<file path="src/logic/tbcr_defines.vh">
`ifndef TBCR_DEFINES_VH
`define TBCR_DEFINES_VH

// register addresses on the mcu data bus
`define TBCR_ADDR_SECT_MSB 16'hf0d4
`define TBCR_ADDR_SECT_LOW 16'hf0d5
`define TBCR_ADDR_XFER_B0 16'hf0d6
`define TBCR_ADDR_XFER_B1 16'hf0d7
`define TBCR_ADDR_XFER_B2 16'hf0d8
`define TBCR_ADDR_XFER_B3 16'hf0d9

// reset values
`define TBCR_RST_XFER_BYTE 8'h00
`define TBCR_RST_SECT_LOW 8'h00
`define TBCR_RST_SECT_MSB 1'b0
`define TBCR_UNMAPPED_DATA 8'h00

// field positions
`define TBCR_SEED_LSB 9
`define TBCR_SEED_MSB 17
`define TBCR_SECT_MSB_BIT 0

// read-back select encoding
`define TBCR_SEL_USB 1'b0
`define TBCR_SEL_ATA 1'b1

// counting constants
`define TBCR_SECTOR_BYTES 512
`define TBCR_XFER_BYTES 4
`define TBCR_SECT_W 9
`define TBCR_BEAT_W 3

`endif

</file>
<file path="src/logic/tbcr_regs.v">
// Overview of operation
// - nine-bit read-only sector counter, low byte readable
// - sector counter counts ata pio only, unwritable
// - seed sector counter from byte-count bits 17:9
// - decrement sector counter per 512 bytes
// - nonzero sector count at end means abnormal in ata pio mode only
// - two 32-bit counters share four addresses
// - mcu write loads both counter sets
// - select bit picks which set reads back
// - each set counts its own interface traffic
// - byte counters should reach zero at end
// - four byte registers, ascending, read/write, reset zero
// - sector count msb readable as bit 0
`include "tbcr_defines.vh"
`default_nettype none

module tbcr_regs #(
	parameter BEAT_W = `TBCR_BEAT_W,
	parameter SECTOR_BYTES = `TBCR_SECTOR_BYTES
) (
	// clock and reset
	input wire clk,
	input wire rst_b,
	// mcu data bus
	input wire [15:0] mcu_addr,
	input wire mcu_wr,
	input wire mcu_rd,
	input wire [7:0] mcu_wdata,
	output reg [7:0] mcu_rdata_q,
	output reg mcu_rdata_valid_q,
	output reg mcu_rdata_hit_q,
	// configuration from disk_if_config0
	input wire count_set_read_select,
	input wire ata_pio_mode,
	// usb side traffic
	input wire usb_beat_valid,
	input wire [BEAT_W-1:0] usb_beat_bytes,
	// ata/atapi side traffic
	input wire ata_beat_valid,
	input wire [BEAT_W-1:0] ata_beat_bytes,
	// command end and status
	input wire cmd_end,
	output wire usb_count_zero,
	output wire ata_count_zero,
	output wire sector_count_zero,
	output wire [`TBCR_SECT_W-1:0] sector_counter,
	output reg abnormal_end_q
);

	localparam NB = `TBCR_XFER_BYTES;
	localparam W = 8 * NB;

	// decoded register indices
	localparam [2:0] REG_NONE = 3'h0;
	localparam [2:0] REG_SECT_LOW = 3'h1;
	localparam [2:0] REG_XFER0 = 3'h2;
	localparam [2:0] REG_XFER1 = 3'h3;
	localparam [2:0] REG_XFER2 = 3'h4;
	localparam [2:0] REG_XFER3 = 3'h5;
	localparam [2:0] REG_SECT_MSB = 3'h6;

	function [2:0] tbcr_decode;
		input [15:0] a;
		begin
			if (a == `TBCR_ADDR_SECT_LOW) begin
				tbcr_decode = REG_SECT_LOW;
			end else if (a == `TBCR_ADDR_XFER_B0) begin
				tbcr_decode = REG_XFER0;
			end else if (a == `TBCR_ADDR_XFER_B1) begin
				tbcr_decode = REG_XFER1;
			end else if (a == `TBCR_ADDR_XFER_B2) begin
				tbcr_decode = REG_XFER2;
			end else if (a == `TBCR_ADDR_XFER_B3) begin
				tbcr_decode = REG_XFER3;
			end else if (a == `TBCR_ADDR_SECT_MSB) begin
				tbcr_decode = REG_SECT_MSB;
			end else begin
				tbcr_decode = REG_NONE;
			end
		end
	endfunction

	// picks byte lane n of a 32-bit count
	function [7:0] tbcr_lane;
		input [W-1:0] v;
		input [1:0] n;
		begin
			tbcr_lane = v[8*n +: 8];
		end
	endfunction

	wire [2:0] wr_reg;
	wire [2:0] rd_reg;
	wire [W-1:0] usb_count;
	wire [W-1:0] ata_count;
	wire [W-1:0] sel_count;
	wire [1:0] wr_lane;
	wire [1:0] rd_lane;
	reg [NB-1:0] load_byte_en;
	reg [W-1:0] merged;
	reg seed_en;
	reg [7:0] rdata_d;
	reg hit_d;

	assign wr_reg = tbcr_decode(mcu_addr);
	assign rd_reg = wr_reg;
	assign wr_lane = mcu_addr[1:0] - 2'h2;
	assign rd_lane = wr_lane;

	// byte-lane enables shared by both sets: a write never goes to one set alone
	always @* begin
		load_byte_en = {NB{1'b0}};
		if (mcu_wr) begin
			if (wr_reg == REG_XFER0) begin
				load_byte_en = 4'h1;
			end else if (wr_reg == REG_XFER1) begin
				load_byte_en = 4'h2;
			end else if (wr_reg == REG_XFER2) begin
				load_byte_en = 4'h4;
			end else if (wr_reg == REG_XFER3) begin
				load_byte_en = 4'h8;
			end
		end
	end

	// seed with the count as it stands after this write lands
	always @* begin
		merged = ata_count;
		seed_en = |load_byte_en;
		if (seed_en) begin
			merged[8*wr_lane +: 8] = mcu_wdata;
		end
	end

	// usb set
	tbcr_byte_counter #(
		.NBYTES(NB),
		.BEAT_W(BEAT_W)
	) u_usb_count (
		.clk(clk),
		.rst_b(rst_b),
		.load_byte_en(load_byte_en),
		.load_data(mcu_wdata),
		.beat_valid(usb_beat_valid),
		.beat_bytes(usb_beat_bytes),
		.count_q(usb_count),
		.count_zero(usb_count_zero)
	);

	// ata/atapi set
	tbcr_byte_counter #(
		.NBYTES(NB),
		.BEAT_W(BEAT_W)
	) u_ata_count (
		.clk(clk),
		.rst_b(rst_b),
		.load_byte_en(load_byte_en),
		.load_data(mcu_wdata),
		.beat_valid(ata_beat_valid),
		.beat_bytes(ata_beat_bytes),
		.count_q(ata_count),
		.count_zero(ata_count_zero)
	);

	// every byte write reseeds, so the last write of a load sequence wins
	tbcr_sector_counter #(
		.CW(`TBCR_SECT_W),
		.BEAT_W(BEAT_W),
		.SECTOR_BYTES(SECTOR_BYTES)
	) u_sector (
		.clk(clk),
		.rst_b(rst_b),
		.seed_en(seed_en),
		.seed_val(merged[`TBCR_SEED_MSB:`TBCR_SEED_LSB]),
		.pio_mode(ata_pio_mode),
		.beat_valid(ata_beat_valid),
		.beat_bytes(ata_beat_bytes),
		.count_q(sector_counter),
		.count_zero(sector_count_zero)
	);

	assign sel_count = (count_set_read_select == `TBCR_SEL_ATA) ? ata_count : usb_count;

	// read data is registered: valid one cycle after the strobe
	always @* begin
		rdata_d = `TBCR_UNMAPPED_DATA;
		hit_d = 1'b1;
		if (rd_reg == REG_SECT_LOW) begin
			rdata_d = sector_counter[7:0];
		end else if (rd_reg == REG_SECT_MSB) begin
			rdata_d = 8'h00;
			rdata_d[`TBCR_SECT_MSB_BIT] = sector_counter[8];
		end else if (rd_reg != REG_NONE) begin
			rdata_d = tbcr_lane(sel_count, rd_lane);
		end else begin
			hit_d = 1'b0;
		end
	end

	always @(posedge clk or negedge rst_b) begin
		if (!rst_b) begin
			mcu_rdata_q <= 8'h00;
			mcu_rdata_valid_q <= 1'b0;
			mcu_rdata_hit_q <= 1'b0;
		end else begin
			mcu_rdata_valid_q <= mcu_rd;
			if (mcu_rd) begin
				mcu_rdata_q <= rdata_d;
				mcu_rdata_hit_q <= hit_d;
			end
		end
	end

	// a command ending with a byte count left over, or a sector count left in pio mode,
	// is flagged; cleared by the next load, but a simultaneous end still sets it
	always @(posedge clk or negedge rst_b) begin
		if (!rst_b) begin
			abnormal_end_q <= 1'b0;
		end else if (cmd_end) begin
			abnormal_end_q <= ~(usb_count_zero & ata_count_zero
				& (sector_count_zero | ~ata_pio_mode));
		end else if (seed_en) begin
			abnormal_end_q <= 1'b0;
		end
	end

endmodule

`default_nettype wire

</file>
<file path="src/logic/tbcr_byte_counter.v">
`default_nettype none

module tbcr_byte_counter #(
	parameter NBYTES = 4,
	parameter BEAT_W = 3
) (
	// clock and reset
	input wire clk,
	input wire rst_b,
	// mcu load, one enable per byte lane
	input wire [NBYTES-1:0] load_byte_en,
	input wire [7:0] load_data,
	// traffic on this side
	input wire beat_valid,
	input wire [BEAT_W-1:0] beat_bytes,
	// state
	output reg [8*NBYTES-1:0] count_q,
	output wire count_zero
);

	localparam W = 8 * NBYTES;

	reg [W-1:0] count_d;
	reg [W-1:0] beat_ext;
	integer i;

	// a load beats a beat in the same cycle: firmware reseeds between commands
	always @* begin
		count_d = count_q;
		beat_ext = {{(W-BEAT_W){1'b0}}, beat_bytes};
		if (|load_byte_en) begin
			for (i = 0; i < NBYTES; i = i + 1) begin
				if (load_byte_en[i]) begin
					count_d[8*i +: 8] = load_data;
				end
			end
		end else if (beat_valid) begin
			if (count_q > beat_ext) begin
				count_d = count_q - beat_ext;
			end else begin
				count_d = {W{1'b0}};
			end
		end
	end

	always @(posedge clk or negedge rst_b) begin
		if (!rst_b) begin
			count_q <= {W{1'b0}};
		end else begin
			count_q <= count_d;
		end
	end

	assign count_zero = (count_q == {W{1'b0}});

endmodule

`default_nettype wire

</file>
<file path="src/logic/tbcr_sector_counter.v">
`default_nettype none

module tbcr_sector_counter #(
	parameter CW = 9,
	parameter BEAT_W = 3,
	parameter SECTOR_BYTES = 512
) (
	// clock and reset
	input wire clk,
	input wire rst_b,
	// seed from the byte-count load
	input wire seed_en,
	input wire [CW-1:0] seed_val,
	// disk-side traffic
	input wire pio_mode,
	input wire beat_valid,
	input wire [BEAT_W-1:0] beat_bytes,
	// state
	output reg [CW-1:0] count_q,
	output wire count_zero
);

	localparam AW = 11;
	localparam [AW-1:0] SECT = SECTOR_BYTES[AW-1:0];

	reg [AW-1:0] acc_q;
	reg [AW-1:0] acc_d;
	reg [AW-1:0] sum;
	reg [CW-1:0] count_d;

	always @* begin
		acc_d = acc_q;
		count_d = count_q;
		sum = acc_q + {{(AW-BEAT_W){1'b0}}, beat_bytes};
		if (seed_en) begin
			count_d = seed_val;
			acc_d = {AW{1'b0}};
		end else if (beat_valid && pio_mode) begin
			if (sum >= SECT) begin
				acc_d = sum - SECT;
				// floor at zero: an overrun must not wrap to a huge count
				if (count_q != {CW{1'b0}}) begin
					count_d = count_q - {{(CW-1){1'b0}}, 1'b1};
				end
			end else begin
				acc_d = sum;
			end
		end
	end

	always @(posedge clk or negedge rst_b) begin
		if (!rst_b) begin
			count_q <= {CW{1'b0}};
			acc_q <= {AW{1'b0}};
		end else begin
			count_q <= count_d;
			acc_q <= acc_d;
		end
	end

	assign count_zero = (count_q == {CW{1'b0}});

endmodule

`default_nettype wire

</file>
<file path="config.mk">
export PLATFORM = sky130hd
export DESIGN_NAME = tbcr_regs
export DESIGN_NICKNAME = d
export VERILOG_FILES = /design/src/logic/tbcr_regs.v /design/src/logic/tbcr_byte_counter.v /design/src/logic/tbcr_sector_counter.v
export VERILOG_INCLUDE_DIRS = /design/src /design/src/logic
export SDC_FILE = /design/constraint.sdc
export NUM_CORES = 1
export LEC_CHECK = 0
export ABC_AREA = 1
export BUFFER_PORTS_ARGS = -buffer_cell sky130_fd_sc_hd__buf_2
export CORE_ASPECT_RATIO = 1.25
export CORE_MARGIN = 4
export CORE_UTILIZATION = 35
export DETAILED_ROUTE_END_ITERATION = 8
export PLACE_DENSITY_LB_ADDON = 0.12
export SLEW_MARGIN = 20
export SYNTH_ARGS = -nofsm -noshare
export SYNTH_HDL_FRONTEND = slang
export SYNTH_SLANG_ARGS = --single-unit
</file>
<file path="constraint.sdc">
create_clock -name clk -period 4.7 [get_ports clk]
set_input_delay 0.94 -clock clk [delete_from_list [all_inputs] [get_ports clk]]
set_output_delay 0.94 -clock clk [all_outputs]
set_load 0.01 [all_outputs]
</file>
==> run summary, run 1 <==
run status: finished clean
Post-CTS Setup Bufs: 0
WL/cell: 17.5 um
hold endpoint: abnormal_end_q
FF-to-FF Start: u_ata_count.count_q[0]
maximum vdd drop: 158 uV
Async SR Flop Fraction: 1.00
die height: 186 um
CTS clk-pin slew, worst paths: 0.07 ns
Diodes inserted: 0
startpoint types: input pin
clock sinks: 95
yosys warns: 0
hold path start: abnormal_end_q
crit path time final: 3.80 ns
worst-skew pair later-pin latency: 0.36 ns
Port Buf Inserts: 61
final net count: 1593
R2R Setup Slk: 1.06 ns
fmax: 263 MHz
Post-synth EDFFs: 0
routed vias: 9925
Synth Register Bits: 95
io pins: 62
Site Rows: 64
Starting DRT DRC Count: 766
Starting Density: 0.359
worst setup margin: 0.904 ns
Slew Viols, Final: 0
critical path class: input pin to flip-flop
Final ANT Viol Nets: 0
1st-pass router iterations: 5
Netlist cell types: 40
post-cts sizing count: 0
post-synthesis instance area: 8840 um^2
RSZ-0062 raised after global routing: no
Register-to-Register Path Depth: 16
Layout area overhead: 9.88%
antenna violations before repair: 1
GR Layer Usage met3: 0.0265
worst slack, placed: 0.569 ns
skew final: 0.0124 ns
M2 GR Usage: 0.405
gr ovfl total: 0
# DRC: 0
met1 usage: 0.313
die area: 27900 um^2
final worst path period share: 0.808
first-pass GRT wire length: 51900 um
largest net degree at the start of global routing: 74
Detailed Place HPWL: 24200 um
Worst Path Arrival: 4.04 ns
Die Width: 150 um
CTS tree: yes
Worst Hold Class: flip-flop to flip-flop
Worst-Margin Slew: 0.951 ns
core area: 24700 um^2
DR vias/cell: 5.30
Synth Net Count: 1562
CTS H-tree depth: 3
Leakage: 5.53 nW
top_reg_cell synth: dfrtp_1
Placed Cells: 1855
vias in the first global route: 9347
Syn Inst Count: 1505
GRT Total Usage: 0.238
gr busiest metal: met2
Fin. Hold Viols: 0
Clock Path Buffers: 2
Routed WL: 32800 um
Num CTS Buffers: 9
Syn Area/Cell: 5.88 um^2
setup_tns: 0 ns
max_cap viols: 0
Pwr Density: 551 nW/um^2
hold buffer count at cts: 0
hold path depth: 2
Setup-failing EPs final: 0
relative slew slack: 0.361
RR Endpoint: u_ata_count.count_q[26]
Critical Path Fanout Max: 21
Root Buffer: clkbuf_16
Placer Congestion: 0.974
post-route insts no fill: 1871
Setup crit end kind: flip-flop
share of layout cells above drive strength 1: 0.0707
Seq/Total Area, Yosys: 0.269
CP required: 4.95 ns
-- per-layer routing --
layer  wire (um)  share of wire
met1       14400           0.44
met5          13        0.00040
met3        1540          0.047
met2       15800           0.48
met4        1090          0.033
-- cells in the final DEF, fill, tap and decap left out, types with 2 or more instances in the layout --
master,instances
nand2_2,3
clkbuf_16,9
o22ai_1,9
o21ai_0,63
nor3b_1,2
xnor2_1,5
nand3_2,2
nor3_1,19
nor2_4,2
xor2_1,29
clkinv_2,2
clkbuf_1,3
fa_1,3
inv_2,3
buf_2,60
and3_1,3
inv_1,163
dfrtp_1,95
a21oi_1,44
o211ai_1,3
nand2_1,518
nor2_1,198
ha_1,15
nand4_1,94
o31ai_1,2
nand3b_1,9
buf_4,20
nand3_1,146
-- cell usage after synthesis (8+ instances only) --
library cell,count,area share
nand3_1,146,0.083
nor3_1,19,0.011
nand3b_1,9,0.0076
xor2_1,29,0.029
nand2_1,518,0.22
o21ai_0,63,0.036
clkbuf_1,24,0.010
buf_2,24,0.014
inv_1,163,0.069
nor2_1,198,0.084
o22ai_1,9,0.0064
dfrtp_1,95,0.27
ha_1,15,0.021
nand4_1,94,0.066
buf_1,8,0.0034
a21oi_1,44,0.025
-- cell families (layout without fill, tap and decap cells) --
group           count (synthesis)  count (layout)  synth area share
compound gates                129             129            0.0781
xor+xnor                       34              34            0.0337
fa+ha+maj                      18              18            0.0280
buf+inv                       227             263             0.102
flops                          95              95             0.269
simple gates                 1002            1002             0.490
-- critical path, cell delays in order --
cell	delay, ns
buf_2	0.11
ha_1	0.19
inv_1	0.06
fa_1	0.41
nand2_1	0.08
nand2_1	0.12
nor2_1	0.44
nand2_1	0.15
nand2_1	0.10
nand2_1	0.26
inv_1	0.68
nor2_1	0.11
nand4_1	0.12
nand2_1	0.08
nand2_1	0.11
nand2_1	0.06
-- layout make-up --
class | instances | area (um^2)
Fill cell | 2832 | 14900
Multi-Input combinational cell | 1183 | 5570
Sequential cell | 95 | 2380
Inverter | 166 | 623
Timing Repair Buffer | 81 | 462
Tap cell | 330 | 413
Clock buffer | 13 | 250
Clock inverter | 3 | 18.8
-- power by group --
group / leakage (nW) / internal [mW] / switching [mW] / total [mW]
logic: 4.16 / 1.13 / 1.96 / 3.09
registers: 1.24 / 1.11 / 0.430 / 1.54
clock network: 0.134 / 0.375 / 0.351 / 0.726
total: 5.53 / 2.61 / 2.74 / 5.35
-- per-stage QoR --
stage	instance area [um^2]	util	hold WS [ns]	total power [mW]
after global routing	9720	0.394	0.517	5.92
final	9720	0.394	0.469	5.35
after CTS	9710	0.394	0.473	5.37
after global placement	9440	0.383	0.455	4.61
after floorplan	8840	-	0.453	3.76
after detailed placement	9440	0.383	0.456	4.61
-- worst max path at each step --
| stage | startpoint | slack, ns | endpoint | cells after the start |
|---|---|---|---|---|
| after floorplan | ata_beat_bytes[0] | 1.69 | u_sector.count_q[2] | 18 |
| after global placement | ata_beat_bytes[0] | 0.57 | u_ata_count.count_q[25] | 16 |
| after detailed placement | ata_beat_bytes[0] | 0.57 | u_ata_count.count_q[25] | 16 |
| after CTS | ata_beat_bytes[0] | 0.96 | u_ata_count.count_q[25] | 16 |
| after global routing | ata_beat_bytes[0] | 0.61 | u_ata_count.count_q[26] | 16 |
| final | ata_beat_bytes[0] | 0.90 | u_ata_count.count_q[26] | 16 |
-- state kept, by name (all words and copies together), names as in the netlist --
name,count
u_ata_count.count_q,32
u_usb_count.count_q,32
u_sector.acc_q,11
u_sector.count_q,9
mcu_rdata_q,8
abnormal_end_q,1
mcu_rdata_hit_q,1
mcu_rdata_valid_q,1
Note: power is estimated with default switching activity, not from simulation.
==> run 2: changes to the inputs <==
--- a/config.mk
+++ b/config.mk
@@ -6,7 +6,7 @@
 export SDC_FILE = /design/constraint.sdc
 export NUM_CORES = 1
 export LEC_CHECK = 0
-export ABC_AREA = 1
+export ABC_AREA = 0
 export BUFFER_PORTS_ARGS = -buffer_cell sky130_fd_sc_hd__buf_2
 export CORE_ASPECT_RATIO = 1.25
 export CORE_MARGIN = 4
==> constraint.sdc (replaced) <==
create_clock -name clk -period 3.2 [get_ports clk]
set_input_delay 0.64 -clock clk [delete_from_list [all_inputs] [get_ports clk]]
set_output_delay 0.64 -clock clk [all_outputs]
set_load 0.01 [all_outputs]
==> run 2 against run 1 <==
Against the previous run: synthesized cell count is 45% lower; sequential power is 47% higher; worst setup slack worse by 0.80 ns; critical path type is now flip-flop to output port; cell count is 36% lower; power is 12% higher; wire length is 30% lower; critical endpoint is now usb_count_zero; sequential cell count stayed put.
==> run summary, run 2 <==
largest area contributor in the netlist: dfrtp_1
core area: 19000 um^2 (-23%)
Num CTS Buffers: 9 (unchanged)
Leakage: 3.44 nW (-38%)
Final ANT Viol Nets: 0 (unchanged)
Routed WL: 23100 um (-30%)
Starting Density: 0.360 (+0.00154)
Clock Path Buffers: 2 (unchanged)
CTS H-tree depth: 3 (unchanged)
Finished Cell Area: 8240 um^2 (-15%)
Max stage delay cell, worst path: or4_4
worst path bufs/invs: 1 (-2)
Netlist cell types: 68 (+70%)
Top Registers: u_ata_count.count_q: 32 flops, u_usb_count.count_q: 32 flops, u_sector.acc_q: 11 flops
Critical Path Fanout Max: 4 (-81%)
crit path time final: 3.10 ns
worst-skew pair later-pin latency: 0.36 ns (about the same)
setup_tns: 0 ns (unchanged)
Slew Viols, Final: 0 (unchanged)
run status: finished clean
Fin. Hold Viols: 0 (unchanged)
final worst path period share: 0.968
hold buffer count at cts: 0 (unchanged)
Port Buf Inserts: 61 (unchanged)
first-pass GRT wire length: 36800 um (-29%)
die height: 164 um (-12%)
fmax: 323 MHz
count leader, synth: o21ai_1
maximum vdd drop: 286 uV (+81%)
worst setup margin: 0.103 ns (-0.801 ns)
CP required: 2.56 ns (-2.39 ns)
Diodes inserted: 0 (unchanged)
# DRC: 0 (unchanged)
Post-Synth Simple-Gate Area: 0.216 (-0.273)
yosys warns: 0 (unchanged)
gr ovfl total: 0 (unchanged)
Async SR Flop Fraction: 1.00 (unchanged)
GRT Total Usage: 0.215 (-0.0231)
startpoint types: flip-flop
CP top delay family: simple AND/OR/NAND/NOR gates
io pins: 62 (unchanged)
Syn Inst Count: 834 (-45%)
share of layout cells above drive strength 1: 0.205 (+0.134)
top_reg_cell synth: dfrtp_1
Root Buffer: clkbuf_16
worst slack, placed: -0.131 ns (-0.700 ns)
area fraction in compound gates after synthesis: 0.256 (+0.178)
Detailed Place HPWL: 17400 um (-28%)
Setup crit end kind: output port
CP peak stage delay: 0.57 ns (-0.11 ns)
CP cell instances: or4_4 > or4_4 > nor3_4 > and3_4 > buf_2
1st-pass router iterations: 5 (unchanged)
clock sinks: 95 (unchanged)
Final Power: 5.98 mW (+12%)
most frequent cells in the layout: 116 x o21ai_1, 97 x nor2_1, 95 x dfrtp_1, 82 x a21oi_1, 61 x nand2_1
RSZ-0062 raised after global routing: no
DR vias/cell: 5.58 (+5.1%)
Pwr Density: 726 nW/um^2 (+32%)
commonest non-fill, non-tap cell in the layout: o21ai_1
CTS clk-pin slew, worst paths: 0.07 ns (about the same)
skew final: 0.00737 ns (-0.00503 ns)
Site Rows: 56 (-13%)
post-synthesis mux area share: 0.0617 (+0.0617)
relative slew slack: 0.531 (+0.170)
top cell type's share of synthesized area: 0.348 (+0.0788)
Worst Hold Class: input pin to async pin
Post-Synth XOR/XNOR Area: 0.0231 (-0.0106)
Synth Net Count: 891 (-43%)
Worst Path Arrival: 2.46 ns (-1.58 ns)
largest net degree at the start of global routing: 42 (-43%)
antenna violations before repair: 0 (-1)
top post-synthesis cells by count: 117 x o21ai_1, 98 x nor2_1, 95 x dfrtp_1
Setup-failing EPs final: 0 (unchanged)
Area contributors post-synth: dfrtp_1 35%, o21ai_1 8.6%, a21oi_1 6.1%
Syn Area/Cell: 8.20 um^2 (+40%)
largest family of logic cells by synthesized area: compound AO/OA/AOI/OAI gates
critical path class: flip-flop to output port
Placer Congestion: 0.859 (-12%)
post-synthesis adder-cell area fraction: 0.0362 (+0.00822)
Worst-Margin Slew: 0.703 ns (-0.247 ns)
Die Width: 133 um (-11%)
WL/cell: 19.4 um (+11%)
Synth Register Bits: 95 (unchanged)
routed vias: 6629 (-33%)
Hold WS: 0.286 ns (-0.183 ns)
Starting DRT DRC Count: 469 (-39%)
CTS tree: yes
post-synthesis instance area: 6840 um^2 (-23%)
Seq/Total Area, Yosys: 0.348 (+0.0788)
final net count: 980 (-38%)
Post-DP Area: 7920 um^2 (-16%)
Post-synth EDFFs: 0 (unchanged)
max_cap viols: 0 (unchanged)
cell with the most instances on the worst path: or4_4
die area: 21900 um^2 (-22%)
Layout area overhead: 20.4%
vias in the first global route: 6392 (-32%)
[run 2: area by class of cell]
class / count / area, um^2
Multi-Input combinational cell: 656 / 4120
Tap cell: 261 / 327
Timing Repair Buffer: 125 / 988
Sequential cell: 95 / 2380
Clock buffer: 10 / 229
Inverter: 36 / 135
Clock inverter: 6 / 61.3
Fill cell: 1926 / 10800
[run 2: timing repair]
item / in CTS / in global routing
buffers inserted: 0 / 0
gates resized for setup: 4 / 3
setup endpoints to repair: 1 / 1
pin swaps: 1 / 0
[run 2: power by group]
group	internal (mW)	leakage [nW]	switching (mW)
Combinational	1.18	2.08	1.41
Sequential	1.63	1.22	0.641
Clock	0.605	0.142	0.510
[run 2: per-stage QoR]
step / std cells / util
2_1_floorplan: 834 / -
4_1_cts: 1189 / 0.433
6_report: 1189 / 0.434
3_5_place_dp: 1173 / 0.417
3_3_place_gp: 1173 / 0.417
5_1_grt: 1189 / 0.434
[run 2: final timing paths]
check / startpoint / end / slack, ns / cells past startpoint
worst max register to register: u_sector.acc_q[0] / u_sector.count_q[7] / 0.28 / 14
min in group clk: mcu_rdata_q[0] / mcu_rdata_q[0] / 0.52 / 1
worst min-delay path: rst_b / u_ata_count.count_q[8] / 0.29 / 1
max in group asynchronous: rst_b / u_ata_count.count_q[27] / 2.27 / 2
worst min register to register: mcu_rdata_q[0] / mcu_rdata_q[0] / 0.52 / 1
worst max-delay path: u_usb_count.count_q[8] / usb_count_zero / 0.10 / 5
[run 2: worst register-to-register path: stages (launching register included)]
cell       delay, ns
dfrtp_1         0.35
ha_1            0.17
inv_1           0.06
fa_1            0.41
nand2b_1        0.20
a21oi_1         0.24
nand4_1         0.18
xnor2_2         0.18
inv_1           0.07
ha_1            0.20
nor2_2          0.13
buf_4           0.16
o2111ai_1       0.15
xor2_1          0.18
o21ai_0         0.16
[run 2: cell families after synthesis]
logic type,Yosys count
xor gates and xnor gates,18
AOI/OAI and AO/OA,304
adders and majority gates,18
muxes,22
buffers and inverters,83
DFF,95
and+or+nand+nor,294
[run 2: routing by layer]
metal  track usage  routed length, um  vias up
met5             0                  0        -
met4        0.0813                642        0
met1         0.282              10100     3180
met2         0.364              11200      193
met3        0.0282               1210       36
li1              -                  -     3220
